--- src/eil_pkg.sv ---
package eil_pkg;

  // ---------------------------------------------------------------------------
  // register map
  // ---------------------------------------------------------------------------
  localparam logic [3:0] ADDR_STATUS_CONTROL = 4'h0;
  localparam logic [3:0] ADDR_EVENT_STATUS   = 4'h1;
  localparam logic [3:0] ADDR_EVENT_MASK     = 4'h2;
  localparam logic [3:0] ADDR_BREAK_CONTROL  = 4'h3;

  // ---------------------------------------------------------------------------
  // status and control field positions
  // ---------------------------------------------------------------------------
  localparam int BIT_SENSE   = 0;
  localparam int BIT_MASK    = 1;
  localparam int BIT_ACK     = 2;
  localparam int BIT_PENDING = 3;

  // event status bits
  localparam int EV_EDGE    = 0;
  localparam int EV_VECTOR  = 1;
  localparam int EV_SW_ACK  = 2;
  localparam int EV_WIDTH   = 3;

  localparam int BIT_BREAK_CLEAR = 0;

  // ---------------------------------------------------------------------------
  // pin synchroniser fill
  // ---------------------------------------------------------------------------
  localparam int SYNC_FILL_DEPTH = 3;

  // ---------------------------------------------------------------------------
  // reset values and vector
  // ---------------------------------------------------------------------------
  localparam logic [7:0]  REG_RESET      = 8'h00;
  localparam logic [15:0] VECTOR_ADDR_HI = 16'hFFFA;
  localparam logic [15:0] VECTOR_ADDR_LO = 16'hFFFB;

endpackage

--- src/eil_external_interrupt_latch.sv ---
// The register offsets and the strobed register port were decided locally.
`timescale 1ns/100ps
// Function
// - falling pin edge sets request latch
// - vector fetch acknowledge clears request latch
// - writing one to acknowledge clears latch
// - reset clears latch and sensitivity select
// - sensitivity select: one adds low level
// - edge mode: acknowledge clears immediately
// - level mode: needs acknowledge and pin high
// - mask blocks forwarding, latch keeps state
// - mask bit read/write, reset clears it
// - pending flag readable independent of mask
// - acknowledge bit write-only, reads zero
// - edge after acknowledge latches new request
// - taken request fetches vector at FFFA/FFFB
// - break with clear enable: acknowledge works
// - break without clear enable: acknowledge write ignored
// - pin level provided for branch instructions
module eil_external_interrupt_latch (
  input  wire logic        clk,
  input  wire logic        reset,
  input  wire logic        ext_int_pin_n,
  input  wire logic        vector_fetch_ack,
  input  wire logic        break_state,
  input  wire logic        cpu_global_mask,
  input  wire logic [3:0]  reg_addr,
  input  wire logic [7:0]  reg_wdata,
  input  wire logic        reg_write,
  input  wire logic        reg_read,
  output logic      [7:0]  reg_rdata,
  output logic             cpu_int_request,
  output logic      [15:0] vector_addr_hi,
  output logic      [15:0] vector_addr_lo,
  output logic             pin_level,
  output logic             irq_out
);

  // ---------------------------------------------------------------------------
  // register decode
  // ---------------------------------------------------------------------------
  function automatic logic reg_hit(
    input logic       strobe,
    input logic [3:0] addr,
    input logic [3:0] target
  );
    return strobe && (addr == target);
  endfunction

  // ---------------------------------------------------------------------------
  // pin synchroniser and edge detect
  // ---------------------------------------------------------------------------
  logic pin_meta_q;
  logic pin_sync_q;
  logic pin_prev_q;
  logic fall_edge;

  always_ff @(posedge clk or posedge reset) begin
    if (reset) begin
      pin_meta_q <= 1'b1;
      pin_sync_q <= 1'b1;
      pin_prev_q <= 1'b1;
    end else begin
      pin_meta_q <= ext_int_pin_n;
      pin_sync_q <= pin_meta_q;
      pin_prev_q <= pin_sync_q;
    end
  end

  // edge detect stays off until both synchroniser stages and the previous-value flop hold real pin
  // samples, so a pin already low when reset ends is not taken for a fresh falling edge
  logic [eil_pkg::SYNC_FILL_DEPTH-1:0] sync_fill_q;

  always_ff @(posedge clk or posedge reset) begin
    if (reset) begin
      sync_fill_q <= '0;
    end else begin
      sync_fill_q <= {sync_fill_q[eil_pkg::SYNC_FILL_DEPTH-2:0], 1'b1};
    end
  end

  assign fall_edge = sync_fill_q[eil_pkg::SYNC_FILL_DEPTH-1] & pin_prev_q & ~pin_sync_q;

  // ---------------------------------------------------------------------------
  // control bits
  // ---------------------------------------------------------------------------
  logic sense_level_q;
  logic req_mask_q;
  logic break_clear_enable_q;
  logic wr_ctrl;
  logic sw_ack_raw;
  logic sw_ack;

  assign wr_ctrl    = reg_hit(reg_write, reg_addr, eil_pkg::ADDR_STATUS_CONTROL);
  assign sw_ack_raw = wr_ctrl && reg_wdata[eil_pkg::BIT_ACK];
  // software acknowledge is blocked in break state unless clear enable is set
  assign sw_ack     = sw_ack_raw && (!break_state || break_clear_enable_q);

  always_ff @(posedge clk or posedge reset) begin
    if (reset) begin
      sense_level_q <= 1'b0;
      req_mask_q    <= 1'b0;
    end else if (wr_ctrl) begin
      sense_level_q <= reg_wdata[eil_pkg::BIT_SENSE];
      req_mask_q    <= reg_wdata[eil_pkg::BIT_MASK];
    end
  end

  always_ff @(posedge clk or posedge reset) begin
    if (reset) begin
      break_clear_enable_q <= 1'b0;
    end else if (reg_hit(reg_write, reg_addr, eil_pkg::ADDR_BREAK_CONTROL)) begin
      break_clear_enable_q <= reg_wdata[eil_pkg::BIT_BREAK_CLEAR];
    end
  end

  // ---------------------------------------------------------------------------
  // request latch
  // ---------------------------------------------------------------------------
  logic latch_q;
  logic ack_seen_q;
  logic any_ack;
  logic vec_ack;

  // vector acknowledge only clears a latch that is set and not blocked by the request mask; the global mask is not checked
  assign vec_ack = vector_fetch_ack && latch_q && !req_mask_q;
  assign any_ack = vec_ack || sw_ack;

  always_ff @(posedge clk or posedge reset) begin
    if (reset) begin
      latch_q    <= 1'b0;
      ack_seen_q <= 1'b0;
    end else begin
      if (fall_edge) begin
        latch_q    <= 1'b1;
        ack_seen_q <= 1'b0;
      end else if (!sense_level_q) begin
        if (any_ack) begin
          latch_q <= 1'b0;
        end
        ack_seen_q <= 1'b0;
      end else begin
        // level mode: clear once acknowledge seen and pin is back high
        if ((any_ack || ack_seen_q) && pin_sync_q) begin
          latch_q    <= 1'b0;
          ack_seen_q <= 1'b0;
        end else if (latch_q && any_ack) begin
          ack_seen_q <= 1'b1;
        end
      end
    end
  end

  // ---------------------------------------------------------------------------
  // cpu side outputs
  // ---------------------------------------------------------------------------
  assign cpu_int_request = latch_q && !req_mask_q && !cpu_global_mask;
  assign vector_addr_hi  = eil_pkg::VECTOR_ADDR_HI;
  assign vector_addr_lo  = eil_pkg::VECTOR_ADDR_LO;
  assign pin_level       = pin_sync_q;

  // ---------------------------------------------------------------------------
  // event status and interrupt
  // ---------------------------------------------------------------------------
  logic [eil_pkg::EV_WIDTH-1:0] ev_status_q;
  logic [eil_pkg::EV_WIDTH-1:0] ev_mask_q;
  logic [eil_pkg::EV_WIDTH-1:0] ev_set;
  logic [eil_pkg::EV_WIDTH-1:0] ev_clr;

  always_comb begin
    ev_set                     = '0;
    ev_set[eil_pkg::EV_EDGE]   = fall_edge;
    ev_set[eil_pkg::EV_VECTOR] = vec_ack;
    ev_set[eil_pkg::EV_SW_ACK] = sw_ack;
  end

  assign ev_clr = reg_hit(reg_write, reg_addr, eil_pkg::ADDR_EVENT_STATUS) ?
                  reg_wdata[eil_pkg::EV_WIDTH-1:0] : '0;

  always_ff @(posedge clk or posedge reset) begin
    if (reset) begin
      ev_status_q <= '0;
    end else begin
      ev_status_q <= (ev_status_q & ~ev_clr) | ev_set;
    end
  end

  always_ff @(posedge clk or posedge reset) begin
    if (reset) begin
      ev_mask_q <= '0;
    end else if (reg_hit(reg_write, reg_addr, eil_pkg::ADDR_EVENT_MASK)) begin
      ev_mask_q <= reg_wdata[eil_pkg::EV_WIDTH-1:0];
    end
  end

  assign irq_out = |(ev_status_q & ev_mask_q);

  // ---------------------------------------------------------------------------
  // register read
  // ---------------------------------------------------------------------------
  always_ff @(posedge clk or posedge reset) begin
    if (reset) begin
      reg_rdata <= eil_pkg::REG_RESET;
    end else if (reg_read) begin
      reg_rdata <= eil_pkg::REG_RESET;
      if (reg_addr == eil_pkg::ADDR_STATUS_CONTROL) begin
        reg_rdata[eil_pkg::BIT_SENSE]   <= sense_level_q;
        reg_rdata[eil_pkg::BIT_MASK]    <= req_mask_q;
        reg_rdata[eil_pkg::BIT_ACK]     <= 1'b0;
        reg_rdata[eil_pkg::BIT_PENDING] <= latch_q;
      end else if (reg_addr == eil_pkg::ADDR_EVENT_STATUS) begin
        reg_rdata[eil_pkg::EV_WIDTH-1:0] <= ev_status_q;
      end else if (reg_addr == eil_pkg::ADDR_EVENT_MASK) begin
        reg_rdata[eil_pkg::EV_WIDTH-1:0] <= ev_mask_q;
      end else if (reg_addr == eil_pkg::ADDR_BREAK_CONTROL) begin
        reg_rdata[eil_pkg::BIT_BREAK_CLEAR] <= break_clear_enable_q;
      end
    end else begin
      reg_rdata <= eil_pkg::REG_RESET;
    end
  end

endmodule

--- config.mk ---
export PLATFORM = sky130hd
export DESIGN_NAME = eil_external_interrupt_latch
export DESIGN_NICKNAME = d
export VERILOG_FILES = /design/src/eil_pkg.sv /design/src/eil_external_interrupt_latch.sv
export SDC_FILE = /design/constraint.sdc
export NUM_CORES = 1
export LEC_CHECK = 0
export BUFFER_PORTS_ARGS = -buffer_cell sky130_fd_sc_hd__buf_4
export CORE_MARGIN = 5
export CORE_UTILIZATION = 44
export CTS_CLUSTER_SIZE = 20
export DETAILED_ROUTE_END_ITERATION = 12
export HOLD_SLACK_MARGIN = 0.12
export PLACE_DENSITY_LB_ADDON = 0.1
export SLEW_MARGIN = 20
export SYNTH_ARGS = -nofsm -noshare
export SYNTH_HDL_FRONTEND = slang
export SYNTH_SLANG_ARGS = --single-unit
--- constraint.sdc ---
create_clock -name clk -period 1.4 [get_ports clk]
set_input_delay 0.42 -clock clk [delete_from_list [all_inputs] [get_ports clk]]
set_output_delay 0.42 -clock clk [all_outputs]
set_load 0.005 [all_outputs]
==> results by group <==
Synth
  – Synth Area in Simple Gates: 0.1267
  – Synth cell types: 28
  – Compound-Gate Fraction of Synth Area: 0.09237
  – Seq/Total Area, Yosys: 0.4544
  – Xor and xnor area share after synthesis: 0
  – Post-Syn Area: 0.001165 sq mm
  – Seq cells post-synth: 21
  – Post-synth top area share: 0.3867
  – Ys Warns: 0
  – Largest family of logic cells by synthesized area: buffers and inverters
  – Synth top area cells: dfrtp_1 39%, buf_4 23%, dfstp_2 6.8%
  – Dominant cell type by area after synthesis: dfrtp_1
  – Synth Area in Adders: 0
  – Mux contribution to synthesized area: 0.06445
  – Synth Instances: 114
  – Mean post-synth cell area: 10.22 sq um

Floorplanning
  – Row count: 18
  – IO Pins: 63
  – Die Width: 61.46 microns
  – Initial Utilization: 0.4660
  – Die Span Y: 61.46 microns
  – Die area: 0.003777 sq mm
  – Core ar.: 0.002500 sq mm

Timing
  – RSZ-0062 raised after global routing: true
  – Post-layout min period: 1.703 ns
  – Worst hold slack: 0.1332 ns
  – Setup WS post-layout: -0.3034 ns
  – Final Hold Vio Count: 0
  – Slew Limit Fails: 0
  – Setup Viol. Count Final: 2
  – Max Clock Skew: 0.001996 ns
  – Fmax: 587.1 MHz
  – Final cycle utilization of the critical path: 1.217

Placed design
  – Placed cell count: 175
  – PortBufs: 21
  – Post-place setup slack: -0.3018 ns
  – Detailed Place HPWL: 1728 microns
  – Post-DP Area: roughly 0.0013 sq mm
  – Placer congestion estimate: 0.8243

Drt
  – Wirelength per Cell: 11.47 microns
  – Routed WL: 2076 microns
  – Starting DRT DRC Count: 13
  – Remaining DRCs: 0
  – Initial DRT Pass Iterations: 5
  – Via density: between 4 and 5
  – Via count: between 800 and 900
  – Remaining antenna violation count after routing: 0

Critical path
  – Arr. time, crit path: 1.28 ns
  – CP Max Fanout: 3
  – Worst setup path class: flip-flop to output pin
  – Critical Path RT: 0.98 ns
  – Critical Path Start Type: flip-flop
  – Crit. End Element: output pin

Global routing
  – Gr usage total: 0.1100
  – Vias in the first global route: 694
  – First-pass GRT wire length: 3084 microns
  – Initial antenna violation count: 0
  – Overflow after GRT: 0
  – Largest net degree at the start of global routing: 22

Status
  – Outcome: finished, violations left
  – Violated checks: negative setup slack

Clocking
  – Clock Tree Buf Depth: 2
  – Clock transition at the registers of the reported paths: 0.12 ns
  – Worst-Skew Late Latency: 0.30 ns
  – Clk sinks: 21
  – H-tree lvl count: 1
  – TritonCTS Buffers: 3
  – CTS tree: built
  – CTS root buffer: clkbuf_4

Worst hold path
  – Hold Path Class: primary input to asynchronous set/reset pin

Finish
  – Commonest cells after routing, fill and taps aside: 37 x conb_1, 34 x buf_4, 18 x dfrtp_1, 9 x nand2_1, 6 x inv_1
  – Commonest non-fill, non-tap cell in the layout: conb_1
  – Final core occ: 0.5455
  – Area Growth Syn to Fin: 17.08%
  – Share of cells above drive strength 1: 0.3444
  – # fillers: 250
  – Nets: 172
  – Diodes inserted: 0
  – Final Non-Filler Cells: between 150 and 200
  – Design Area, Final: approximately 0.0014 sq mm

Pwr
  – Leakage Power: ~0.7 nW
  – Max rail drop VDD: 0.0007718 V
  – P per Cell Area: a little over 1000 mW/mm^2

Job
  – Max cap viols: 0
Yosys cell counts:
library cell and n:
a21oi_1 4, a221oi_1 1, a222oi_1 1, a41o_1 1, and3_1 1, and3b_1 1
buf_2 1, buf_4 36, conb_1 2, dfrtp_1 18, dfstp_2 3, inv_1 6
mux2_2 4, mux2_4 2, nand2_1 9, nand3_1 3, nand3b_1 4, nor2_1 3
nor2b_1 1, nor3b_1 1, nor4_1 1, o2111ai_1 2, o21ai_0 4, o21bai_1 1
o22ai_1 1, o31ai_1 1, or3_4 1, or3b_4 1
final timing paths:
kind / depth (start not counted) / start / endpoint / slack (ns)
min in group clk: 1 / ext_int_pin_n / pin_meta_q / 0.21
min: 3 / reset / latch_q / 0.13
max in group asynchronous: 3 / reset / pin_prev_q / 1.00
max: 3 / ev_mask_q[2] / irq_out / -0.30
max reg2reg: 3 / break_clear_enable_q / ev_status_q[2] / 0.34
min reg2reg: 0 / sync_fill_q[1] / sync_fill_q[2] / 0.36
critical path, stage by stage, from the launching register on:
cell	delay [ns]
dfrtp_1	0.41
a222oi_1	0.35
inv_1	0.08
buf_4	0.14
registers in the layout, summed over array words and instances, names as in the netlist:
signal,count
pin_prev_q,1
pin_meta_q,1
break_clear_enable_q,1
ack_seen_q,1
sync_fill_q,3
req_mask_q,1
latch_q,1
reg_rdata,4
ev_status_q,3
pin_level,1
ev_mask_q,3
sense_level_q,1
routing by layer:
metal / up-vias / global-route usage / part of all wire
met1: 383 / 0.1481 / 0.40
met3: 4 / 0.01677 / 0.13
li1: 389 / - / -
met5: - / 0 / 0
met2: 49 / 0.1767 / 0.45
met4: 0 / 0.04545 / 0.014
stage by stage:
stage	setup TNS [ns]	total power, mW
floorplan	-0.3541	1.007
global placement	-1.523	1.106
detailed placement	-1.542	1.111
CTS	-0.3829	1.419
global route	-0.5156	1.495
finish	-0.3316	1.401
cell families after synthesis:
| family | count (synthesis) |
|---|---|
| AND/OR/NAND/NOR | 26 |
| buffers and inverters | 43 |
| multiplexers | 6 |
| other | 2 |
| flip-flops | 21 |
| AO/OA/AOI/OAI | 16 |
power breakdown:
part	total (mW)	leakage (nW)	internal [mW]	switching, mW
logic	0.367	0.440	0.203	0.164
registers	0.746	0.252	0.691	0.0548
clock network	0.288	0.0177	0.106	0.182
total	1.40	0.710	1.00	0.400
repair_timing:
item,4_1_cts,5_1_grt
buffers inserted,2,0
resized for setup,1,1
hold buffers,0,0
endpoints found under the setup margin,3,3
pin swaps,1,0
cell type report:
| type | instances | area, sq um | share of cell area |
|---|---|---|---|
| well taps | 30 | 37.54 | 0.02752 |
| clock inverters | 1 | 5.005 | 0.003670 |
| multi-input cells | 85 | 480.5 | 0.3523 |
| repair buffers | 35 | 266.5 | 0.1954 |
| inverters | 6 | 22.52 | 0.01651 |
| flip-flops and latches | 21 | 529.3 | 0.3881 |
| clock buffers | 3 | 22.52 | 0.01651 |
No activity file was read; power rests on OpenSTA's default activity.
